--- config.mk ---
export PLATFORM = sky130hd
export DESIGN_NAME = tcc_core
export DESIGN_NICKNAME = d
export VERILOG_FILES = /design/src/hw/tcc_pkg.sv /design/src/hw/tcc_core.sv /design/src/hw/tcc_prescale.sv /design/src/hw/tcc_sync.sv
export SDC_FILE = /design/constraint.sdc
export NUM_CORES = 1
export LEC_CHECK = 0
export BUFFER_PORTS_ARGS = -buffer_cell sky130_fd_sc_hd__buf_2
export CORE_MARGIN = 2
export CORE_UTILIZATION = 51
export CTS_BUF_LIST = sky130_fd_sc_hd__clkbuf_8 sky130_fd_sc_hd__clkbuf_16
export DETAILED_ROUTE_END_ITERATION = 10
export PLACE_DENSITY = 0.8
export SYNTH_ARGS = -nofsm -noshare
export SYNTH_HDL_FRONTEND = slang
export SYNTH_SLANG_ARGS = --single-unit
--- constraint.sdc ---
create_clock -name pclk -period 2.75 [get_ports pclk]
set_input_delay 0.1375 -clock pclk [delete_from_list [all_inputs] [get_ports pclk]]
set_output_delay 0.1375 -clock pclk [all_outputs]
set_load 0.005 [all_outputs]
--- src/hw/tcc_pkg.sv ---
package tcc_pkg;
    // Register byte offsets
    localparam logic [7:0]  OFS_CTRL     = 8'h00;
    localparam logic [7:0]  OFS_COUNT    = 8'h04;
    localparam logic [7:0]  OFS_PERIOD   = 8'h08;
    localparam logic [7:0]  OFS_FLAGS    = 8'h0c;
    // Control and flag field positions
    localparam int          CTL_MODE_LSB = 0;
    localparam int          CTL_DIV_LSB  = 2;
    localparam int          CTL_SRC_LSB  = 4;
    localparam int          CTL_CLR_BIT  = 6;
    localparam int          FLG_ROLL_BIT = 0;
    localparam int          FLG_CMP_BIT  = 1;
    localparam int          FLG_DIR_BIT  = 2;
    // Reset values and full-scale count
    localparam logic [15:0] COUNT_RST    = 16'h0000;
    localparam logic [15:0] PERIOD_RST   = 16'h0000;
    localparam logic [15:0] FULL_SCALE   = 16'hffff;
    localparam logic [31:0] UNMAPPED_RD  = 32'h00000000;

    typedef enum logic [1:0] {
        TCC_STOP = 2'b00,
        TCC_UP   = 2'b01,
        TCC_CONT = 2'b10,
        TCC_UPDN = 2'b11
    } tcc_mode_t;

    typedef enum logic [1:0] {
        TCC_SRC_AUX = 2'b00,
        TCC_SRC_SUB = 2'b01,
        TCC_SRC_EXT = 2'b10,
        TCC_SRC_RSV = 2'b11
    } tcc_src_t;

    typedef struct packed {
        logic        clear;
        tcc_src_t    src;
        logic [1:0]  div;
        tcc_mode_t   mode;
    } tcc_ctrl_t;

    localparam logic [6:0]  CTRL_RST     = 7'h00;
endpackage : tcc_pkg

--- src/hw/tcc_core.sv ---
// The placing of the registers and the APB slave port were left to the implementer.
`timescale 1ns/100ps
`default_nettype none
// Summary of operation
// RULE1: 16-bit count steps on each timer tick
// RULE2: Clear zeroes count, prescaler and direction
// RULE3: Clock from aux, sub-main or external input
// RULE4: Divide source by 1, 2, 4 or 8
// RULE5: Down-counter prescaler, first edge ticks immediately
// RULE6: Count writes immediate, raise no flags
// RULE7: Counts only with nonzero mode and running clock
// RULE8: Zero period stops; nonzero restarts up from zero
// RULE9: Mode codes stop, up, continuous, up/down
// RULE10: Up mode counts zero to period, wraps
// RULE11: Count above period in up returns to zero
// RULE12: Up mode: compare at period, rollover at wrap
// RULE13: Period shrink below count rolls to zero
// RULE14: Continuous mode wraps at full scale
// RULE15: Continuous rollover flag at full-scale wrap
// RULE16: Up/down counts to period and back
// RULE17: Direction latched; only clear resets it; here a period restart from zero also resets it
// RULE18: Up/down flags at period step and 1-to-0
// RULE19: Software halts timer before reconfiguring
// RULE20: Software reads count while halted or votes
// RULE21: Reset clears count, prescaler, mode, direction, flags
module tcc_core
    import tcc_pkg::*;
(
    input  wire logic        pclk,
    input  wire logic        presetn,
    input  wire logic        psel,
    input  wire logic        penable,
    input  wire logic        pwrite,
    input  wire logic [7:0]  paddr,
    input  wire logic [31:0] pwdata,
    output logic [31:0]      prdata,
    output logic             pready,
    output logic             pslverr,
    input  wire logic        aux_clock,
    input  wire logic        sub_main_clock,
    input  wire logic        external_timer_clock,
    output logic [15:0]      count_value,
    output logic             rollover_flag,
    output logic             compare_match_flag
);
    import tcc_pkg::*;

    ////////////////////////////////////////////////////////////////////////
    // Bus decode
    tcc_ctrl_t   ctrl;
    logic [15:0] count_register;
    logic [15:0] period_compare_register;
    logic        count_down;
    logic        wr_en;
    logic        rd_en;
    logic        wr_ctrl;
    logic        wr_count;
    logic        wr_period;
    logic        wr_flags;
    logic        hit;

    assign wr_en = psel && penable && pwrite;
    assign rd_en = psel && !penable && !pwrite; // Setup cycle
    assign pready = 1'b1;

    // Address decode as if/else-if chain
    always_comb begin
        wr_ctrl   = 1'b0;
        wr_count  = 1'b0;
        wr_period = 1'b0;
        wr_flags  = 1'b0;
        hit       = 1'b1;
        if (paddr == OFS_CTRL) begin
            wr_ctrl = wr_en;
        end else if (paddr == OFS_COUNT) begin
            wr_count = wr_en;
        end else if (paddr == OFS_PERIOD) begin
            wr_period = wr_en;
        end else if (paddr == OFS_FLAGS) begin
            wr_flags = wr_en;
        end else begin
            hit = 1'b0;
        end
    end

    // Unmapped addresses answer with an error and zero data
    assign pslverr = psel && penable && !hit;

    // Read data captured in setup; zero-wait access must find it standing
    always_ff @(posedge pclk or negedge presetn) begin
        if (!presetn) begin
            prdata <= UNMAPPED_RD;
        end else if (rd_en) begin
            if (paddr == OFS_CTRL) begin
                prdata <= {25'h0, ctrl};
            end else if (paddr == OFS_COUNT) begin
                prdata <= {16'h0, count_register};
            end else if (paddr == OFS_PERIOD) begin
                prdata <= {16'h0, period_compare_register};
            end else if (paddr == OFS_FLAGS) begin
                prdata <= {29'h0, count_down, compare_match_flag, rollover_flag};
            end else begin
                prdata <= UNMAPPED_RD;
            end
        end
    end

    ////////////////////////////////////////////////////////////////////////
    // Control registers
    always_ff @(posedge pclk or negedge presetn) begin
        if (!presetn) begin
            ctrl <= tcc_ctrl_t'(CTRL_RST); // RULE21
        end else if (wr_ctrl) begin
            ctrl <= tcc_ctrl_t'(pwdata[6:0]);
        end
    end

    always_ff @(posedge pclk or negedge presetn) begin
        if (!presetn) begin
            period_compare_register <= PERIOD_RST;
        end else if (wr_period) begin
            period_compare_register <= pwdata[15:0];
        end
    end

    ////////////////////////////////////////////////////////////////////////
    // Clock selection and prescaling
    logic aux_rise;
    logic sub_rise;
    logic ext_rise;
    logic src_edge;
    logic tick;

    tcc_sync u_sync_aux (
        .pclk     (pclk),
        .presetn  (presetn),
        .async_in (aux_clock),
        .rise     (aux_rise)
    );
    tcc_sync u_sync_sub (
        .pclk     (pclk),
        .presetn  (presetn),
        .async_in (sub_main_clock),
        .rise     (sub_rise)
    );
    tcc_sync u_sync_ext (
        .pclk     (pclk),
        .presetn  (presetn),
        .async_in (external_timer_clock),
        .rise     (ext_rise)
    );

    // Reserved source code gives no clock at all
    always_comb begin
        case (ctrl.src)
            TCC_SRC_AUX: src_edge = aux_rise; // RULE3
            TCC_SRC_SUB: src_edge = sub_rise; // RULE3
            TCC_SRC_EXT: src_edge = ext_rise; // RULE3
            default:     src_edge = 1'b0;
        endcase
    end

    tcc_prescale u_prescale (
        .pclk     (pclk),
        .presetn  (presetn),
        .clear    (ctrl.clear),
        .src_edge (src_edge),
        .div      (ctrl.div),
        .tick     (tick)
    );

    ////////////////////////////////////////////////////////////////////////
    // Counter next-state
    logic [15:0] next_count;
    logic        next_down;
    logic        step;
    logic        set_roll;
    logic        set_cmp;

    // Zero period halts the period-based modes
    assign step = tick && (ctrl.mode != TCC_STOP) && !wr_count && !ctrl.clear &&
                  !((ctrl.mode == TCC_UP || ctrl.mode == TCC_UPDN) &&
                    period_compare_register == 16'h0000); // RULE7 RULE8

    always_comb begin
        next_count = count_register;
        next_down  = count_down;
        set_roll   = 1'b0;
        set_cmp    = 1'b0;
        case (ctrl.mode) // RULE9
            TCC_UP: begin
                // Period reached or overshot wraps to zero
                if (count_register >= period_compare_register) begin
                    next_count = 16'h0000; // RULE10 RULE11 RULE13
                    set_roll   = (count_register == period_compare_register); // RULE12
                end else begin
                    next_count = count_register + 16'h0001; // RULE1
                    set_cmp    = (next_count == period_compare_register); // RULE12
                end
            end
            TCC_CONT: begin
                next_count = count_register + 16'h0001; // RULE14
                set_roll   = (count_register == FULL_SCALE); // RULE15
            end
            TCC_UPDN: begin
                if (!count_down) begin
                    if (count_register >= period_compare_register) begin
                        // Over the period turns round at once
                        next_down  = 1'b1; // RULE16
                        next_count = count_register - 16'h0001;
                    end else begin
                        next_count = count_register + 16'h0001;
                        set_cmp    = (next_count == period_compare_register); // RULE18
                        next_down  = (next_count == period_compare_register);
                    end
                end else begin
                    next_count = count_register - 16'h0001; // RULE16
                    set_roll   = (count_register == 16'h0001); // RULE18
                    if (count_register == 16'h0001) begin
                        next_down = 1'b0;
                    end
                end
            end
            default: begin
                next_count = count_register;
            end
        endcase
    end

    ////////////////////////////////////////////////////////////////////////
    // Count register: clear beats writes beats counting
    always_ff @(posedge pclk or negedge presetn) begin
        if (!presetn) begin
            count_register <= COUNT_RST; // RULE21
        end else if (ctrl.clear) begin
            count_register <= COUNT_RST; // RULE2
        end else if (wr_count) begin
            count_register <= pwdata[15:0]; // RULE6
        end else if (wr_period && pwdata[15:0] != 16'h0000 &&
                     period_compare_register == 16'h0000 &&
                     (ctrl.mode == TCC_UP || ctrl.mode == TCC_UPDN)) begin
            count_register <= COUNT_RST; // RULE8
        end else if (step) begin
            count_register <= next_count; // RULE1
        end
    end

    // Direction survives stop; only clear, reset or a period restart from zero resets it
    always_ff @(posedge pclk or negedge presetn) begin
        if (!presetn) begin
            count_down <= 1'b0; // RULE21
        end else if (ctrl.clear) begin
            count_down <= 1'b0; // RULE2 RULE17
        end else if (wr_period && pwdata[15:0] != 16'h0000 &&
                     period_compare_register == 16'h0000 &&
                     (ctrl.mode == TCC_UP || ctrl.mode == TCC_UPDN)) begin
            count_down <= 1'b0; // RULE8
        end else if (step && ctrl.mode == TCC_UPDN) begin
            count_down <= next_down; // RULE17
        end
    end

    // Sticky flags; a hardware set wins over a software clear
    always_ff @(posedge pclk or negedge presetn) begin
        if (!presetn) begin
            rollover_flag      <= 1'b0; // RULE21
            compare_match_flag <= 1'b0; // RULE21
        end else begin
            if (step && set_roll) begin
                rollover_flag <= 1'b1;
            end else if (wr_flags && pwdata[FLG_ROLL_BIT]) begin
                rollover_flag <= 1'b0;
            end
            if (step && set_cmp) begin
                compare_match_flag <= 1'b1;
            end else if (wr_flags && pwdata[FLG_CMP_BIT]) begin
                compare_match_flag <= 1'b0;
            end
        end
    end

    assign count_value = count_register;
endmodule : tcc_core
`default_nettype wire

--- src/hw/tcc_prescale.sv ---
`timescale 1ns/100ps
`default_nettype none
// Down-counting prescaler turning source edges into timer ticks
module tcc_prescale (
    input  wire logic       pclk,
    input  wire logic       presetn,
    input  wire logic       clear,
    input  wire logic       src_edge,
    input  wire logic [1:0] div,
    output logic            tick
);
    logic [2:0] remain;

    // First edge after clear ticks at once, later ones per ratio
    always_ff @(posedge pclk or negedge presetn) begin
        if (!presetn) begin
            remain <= 3'h0;
        end else if (clear) begin
            remain <= 3'h0; // RULE2
        end else if (src_edge) begin
            if (remain == 3'h0) begin
                remain <= 3'((4'h1 << div) - 4'h1); // RULE4 RULE5
            end else begin
                remain <= remain - 3'h1;
            end
        end
    end

    assign tick = src_edge && !clear && (remain == 3'h0); // RULE5
endmodule : tcc_prescale
`default_nettype wire

--- src/hw/tcc_sync.sv ---
`timescale 1ns/100ps
`default_nettype none
// Three-stage synchroniser with edge detect on agreeing stages 2 and 3
module tcc_sync (
    input  wire logic pclk,
    input  wire logic presetn,
    input  wire logic async_in,
    output logic      rise
);
    logic s1;
    logic s2;
    logic s3;
    logic level;

    // Only s2 reads s1; edge uses stable copy
    always_ff @(posedge pclk or negedge presetn) begin
        if (!presetn) begin
            s1    <= 1'b0;
            s2    <= 1'b0;
            s3    <= 1'b0;
            level <= 1'b0;
        end else begin
            s1 <= async_in;
            s2 <= s1;
            s3 <= s2;
            if (s2 == s3) begin
                level <= s3;
            end
        end
    end

    assign rise = (s2 == s3) && s3 && !level;
endmodule : tcc_sync
`default_nettype wire

* Yosys cells after proc, flatten, opt, wreduce, memory -nomap -nowiden
Index checks and enable logic that the tools add are counted.
Widths: inputs -> output; s select.
** Storage, ports and cells
- Register bits :: 89
- Latch bits :: 0
- Memory bits (writable) :: 0
- Memory bits (read-only) :: 0
- Word-level logic and storage cells :: 142
- Memories :: 0
** Cells by class
- $add $sub $neg :: 4
- Multipliers :: 0
- Div/mod/pow operators :: 0
- Magnitude comparators :: 1
- Equal/unequal tests :: 15
- Shift operators :: 1
- Muxes and demuxes :: 47
- Bitwise logic cells :: 0
- Reductions and logical operators :: 51
** Operators with widths (count)
- $mux 16 :: 10
- $pmux 16 s3 :: 1
- $eq 16x16->1 :: 2
- $mux 1 :: 29
- $logic_and 1x1->1 :: 26
- $add 16x1->16 const B :: 1
- $eq 16x1->1 const B :: 1
- $eq 16x16->1 const B :: 1
- $eq 8x4->1 const B :: 2
- $ge 16x16->1 :: 1
- $logic_not 16->1 :: 1
- $reduce_bool 16->1 :: 1
- $sub 16x1->16 const B :: 1
- $mux 3 :: 4
- $logic_not 1->1 :: 9
- $eq 8x3->1 const B :: 1
- $logic_not 8->1 :: 1
- $reduce_bool 2->1 :: 4
- $eq 2x2->1 const B :: 3
- $pmux 1 s3 :: 2
- $reduce_bool 3->1 :: 2
- $reduce_bool 6->1 :: 1
- $sub 3x1->3 const B :: 2
- $eq 2x1->1 const B :: 2
- 8 further kinds :: 11

* Longest topological paths before layout
- Depth in word-level cells :: 14
- Depth in mapped cells :: 12
- Gate-level depth less buffers :: 10

* By module
Synthesis repeated with hierarchy kept, for this count alone.
** Second synthesis, totals
- Cell total of the unflattened synthesis :: 547
- Area, all modules :: 5142.4 µm²
** By module, submodules not included
- tcc_core :: times used 1, cells each 506, area each 4551.9 µm²
- tcc_sync :: times used 3, cells each 7, area each 133.9 µm²
- tcc_prescale :: times used 1, cells each 20, area each 188.9 µm²

* Worst setup path after synthesis
Ideal clock, no wire load.
- Kind :: register -> register
- From :: register period_compare_register[2]
- To :: register count_register[5] (netlist: count_value[5])
- Arrival :: 2.653 ns
- Data required time :: 2.624 ns
- Slack :: -0.029 ns
- Cell stages (with the launch flop) :: 13
- Period minus slack after synthesis :: 2.779 ns
- Cell sequence :: dfrtp_1 clkbuf_1 inv_1 ha_1 nand4_1 or3_1 a31oi_1 or4_1 o21ai_0 clkbuf_1 o21ai_0 nor3b_1 a221o_1
** On the way
- Cells in the longest elaborated chain, start to end :: 8
- Elaborated cells between the ends (all ways) :: 18
** Ends and longest elaborated chain
- from (decl) :: RTL line tcc_core.sv:52 : logic [15:0] period_compare_register;
- from (signal assigned) :: RTL line tcc_core.sv:122 : period_compare_register <= pwdata[15:0];
- $ge 16x16->1 :: RTL line tcc_core.sv:193, tcc_core.sv:207
- $mux 16 :: RTL line tcc_core.sv:207 : if (count_register >= period_compare_register) begin
- $mux 16 :: RTL line tcc_core.sv:206 : if (!count_down) begin
- $pmux 16 s3 :: RTL line tcc_core.sv:190 : case (ctrl.mode)
- $mux 16 :: RTL line tcc_core.sv:243 : end else if (step) begin
- $mux 16 :: RTL line tcc_core.sv:239 : end else if (wr_period && pwdata[15:0] != 16'h0000 &&
- $mux 16 :: RTL line tcc_core.sv:237 : end else if (wr_count) begin
- $mux 16 :: RTL line tcc_core.sv:235 : end else if (ctrl.clear) begin
- to (signal assigned) :: RTL line tcc_core.sv:238 : count_register <= pwdata[15:0];
- to (signal assigned) :: RTL line tcc_core.sv:244 : count_register <= next_count;
- to (decl) :: RTL line tcc_core.sv:51 : logic [15:0] count_register;
Several ways; a longest one is shown, not always the timed one. The select of a mux whose other input is x is not followed.
A chain may end at the register's enable or synchronous reset.

* Final worst setup path
- From :: register count_register[1] (netlist: count_value[1])
- To :: register count_register[12] (netlist: count_value[12])
** On the way
- Cells in the longest elaborated chain, start to end :: 8
- Elaborated cells between the ends (all ways) :: 11
** Ends and longest elaborated chain (RTL line)
- $add 16x1->16 (tied with other cells) :: tcc_core.sv:197, tcc_core.sv:202, tcc_core.sv:212
- $mux 16 :: tcc_core.sv:207
- $mux 16 :: tcc_core.sv:206
- $pmux 16 s3 * :: tcc_core.sv:190
- $mux 16 * :: tcc_core.sv:243
- $mux 16 * :: tcc_core.sv:239
- $mux 16 * :: tcc_core.sv:237
- $mux 16 * :: tcc_core.sv:235
Mark *: on every way between the ends. The rest lies on a longest branch, timed or not. The select of a mux whose other input is x is not followed.

==> metrics.csv <==
metric,value,unit
cp_max_fo,5,
worst_slack,-0.151,ns
design_area,0.00668,mm2
maxSlewHeadroom,39.5,%
coreArea,0.00968,mm2
synth-seq-cells,73,
tightest_slew,0.908,ns
syn_area,0.00503,mm2
rows,36,
synthCells,541,
min_path_type,primary input to flip-flop,
synth_edf_count,0,
place.gp.congestion,1.01,
hold_ws,0.0452,ns
postPlaceCellArea,0.00600,mm2
io_buffers,66,
dr.pass1.iters,5,
die_area,0.0107,mm2
p_leak,0.00302,uW
synth.distinct_cells,67,
max-vdd-ir-drop,0.549,mV
finalHoldViolCount,0,
grt_start_max_net_pins,42,
violations,negative setup slack,
synthArstFlopShare,100,%
timing.fmax,0.345,GHz
cts_tree,yes,
seqPwrFrac,29.7,%
hold_path_depth,3,
ioPinCount,100,
synth_most_common_cell,dfrtp_1,
ys_top_cells_by_count,"dfrtp_1 (73), nand2_1 (46), nor2_1 (28)",
finalPower,4410,uW
drc,0,
comb_power_share,53.1,%
yosys.area.top_type,dfrtp_1,
required,2.98,ns
grt_overflow,0,
start_kind,flip-flop,
synth_area_leaders,"dfrtp_1 (36%), mux2_2 (5.8%), ha_1 (5.7%)",
synth_flop_cell,dfrtp_1,
cp.arrival,3.13,ns
sw_frac_of_total,42.1,%
setup_viol,13,
clock_skew,0.0166,ns
fin_crit_sh,105,%
p_per_area,659,mW/mm2
cp-end-kind,flip-flop,
htreeDepth,3,
place_ws,-0.567,ns
p_sw,1850,uW
start_util,51.9,%
maxCapViolCount,0,
die_x,103,um
drtAntennaViolNets,0,
clk_latency,0.36,ns
period_needed,2.90,ns
postLayoutCoreUtil,69.0,%
first_iter_violations,411,
cts_max_path_buffers,2,
grt_pass1_vias,4736,
status,"complete, but fails checks",
clk_pin_slew,0.09,ns
cts_buffers,9,
clock-sinks,73,
antennaDiodeCount,0,
cts-root-buf,clkbuf_8,
clockPowerShare,17.2,%
finalMaxSlewViolations,0,
avgSynthCellArea,9.29,um2
yosysWarnings,0,
path_class,flip-flop to flip-flop,
area_delta_synth_final,32.9,%
grt_first_pass_wirelength,26100,um
dpl.hpwl,12800,um
grt_use_total,33.2,%
yosysTopAreaCellShare,36.3,%
antenna_found_initial,0,
p_int,2550,uW
rsz0062_at_grt,yes,
vias_per_cell,6.06,
drive_above_1_share,38.7,%
die_y,103,um
via_count,5052,
wl_per_cell,20.8,um
totalWireLength,17300,um
nFillCells,766,
seq_area_frac_synth,36.3,%
r2r_cells,11,
fin_nets,768,
-- through the flow --
stage          setup TNS, ns  instances
2_1_floorplan              0        556
3_3_place_gp           -2.38        797
3_5_place_dp           -3.39        797
4_1_cts               -0.223        824
5_1_grt                -2.28        834
6_report              -0.905        834
-- registers in the layout, indices dropped and copies added (netlist names), 3 cells and up --
name,flops
u_prescale.remain,3
period_compare_register,16
ctrl,7
count_value,16
prdata,16
-- power by group through the flow --
| stage | Clock (uW) | Sequential (uW) | Combinational (uW) |
|---|---|---|---|
| after floorplan | 0 | 1360 | 1090 |
| after global placement | 0 | 1300 | 1950 |
| after detailed placement | 0 | 1310 | 1970 |
| after CTS | 771 | 1300 | 2120 |
| after global routing | 822 | 1310 | 2510 |
| final | 758 | 1310 | 2340 |
-- timing repair --
action | CTS | global route
gates cloned | 1 | 0
hold buffers | 4 | 0
setup endpoints to repair | 16 | 18
endpoints found under the hold margin | 42 | 0
setup buffers | 7 | 10
resized for setup | 28 | 47
pin swaps | 18 | 21
-- placed cells by master, fill, tap and decap left out, drive strengths merged, types with 5 or more instances in the layout --
cell type    n
a21o         5
a21oi       18
a22o        10
a22oi       17
and2         6
buf        175
clkbuf       9
conb        17
dfrtp       73
ha          23
inv         24
mux2        26
mux2i       12
nand2       47
nand3       16
nand4       13
nor2        28
nor2b        8
nor3        19
nor3b        5
nor4        18
o21ai       25
o31ai       12
or2          5
or3          6
xnor2       11
xor2        10
-- cells by family (layout without fill, tap and decap cells) --
kind of cell / after synthesis / in the layout / share of synthesized area [%]
and+or+nand+nor: 191 / 191 / 21.0
AOI/OAI and AO/OA: 118 / 118 / 16.5
DFF: 73 / 73 / 36.3
buffers and inverters: 72 / 217 / 7.12
muxes: 41 / 41 / 9.56
adders and majority gates: 23 / 23 / 5.72
xor gates and xnor gates: 21 / 21 / 3.66
other: 2 / 17 / 0.149
-- worst paths after layout --
kind / start / endpoint / slack [ns]
setup / recovery: count_value[1] / count_value[12] / -0.15
min in group asynchronous: presetn / count_value[3] / 0.44
max in group asynchronous: presetn / period_compare_register[15] / 1.50
hold reg to reg: u_sync_aux.s1 / u_sync_aux.s2 / 0.35
hold / removal: pwdata[11] / count_value[11] / 0.05
setup reg to reg: count_value[1] / count_value[12] / -0.15
-- layer usage --
layer  wire (um)  GRT usage, %  up-vias  share of wire [%]
met5           0             0        -                  0
met2        8130          51.9      280                 47
li1            -             -     2300                  -
met3        1350          5.78       35                7.8
met1        7350          45.9     2437                 42
met4         511          13.5        0                2.9
-- critical path, cell delays in order, from the launching register on --
cell and delay (ns):
dfrtp_2 0.47, ha_4 0.26, nor2b_4 0.12, o211ai_1 0.32, a211oi_4 0.11, buf_4 0.16, or4_4 0.44, o21ai_4 0.18
buf_6 0.16, a22oi_2 0.08, a21o_1 0.18, a221o_1 0.30
-- layout make-up --
cell class / count / area [um2] / share of cell area, %
Clock inverter: 6 / 43.8 / 0.655
Tap cell: 133 / 166 / 2.49
Multi-Input combinational cell: 411 / 3200 / 47.8
Sequential cell: 73 / 1830 / 27.4
Clock buffer: 9 / 124 / 1.85
Inverter: 23 / 86.3 / 1.29
Timing Repair Buffer: 179 / 1230 / 18.5
(Power assumes the default switching activity.)
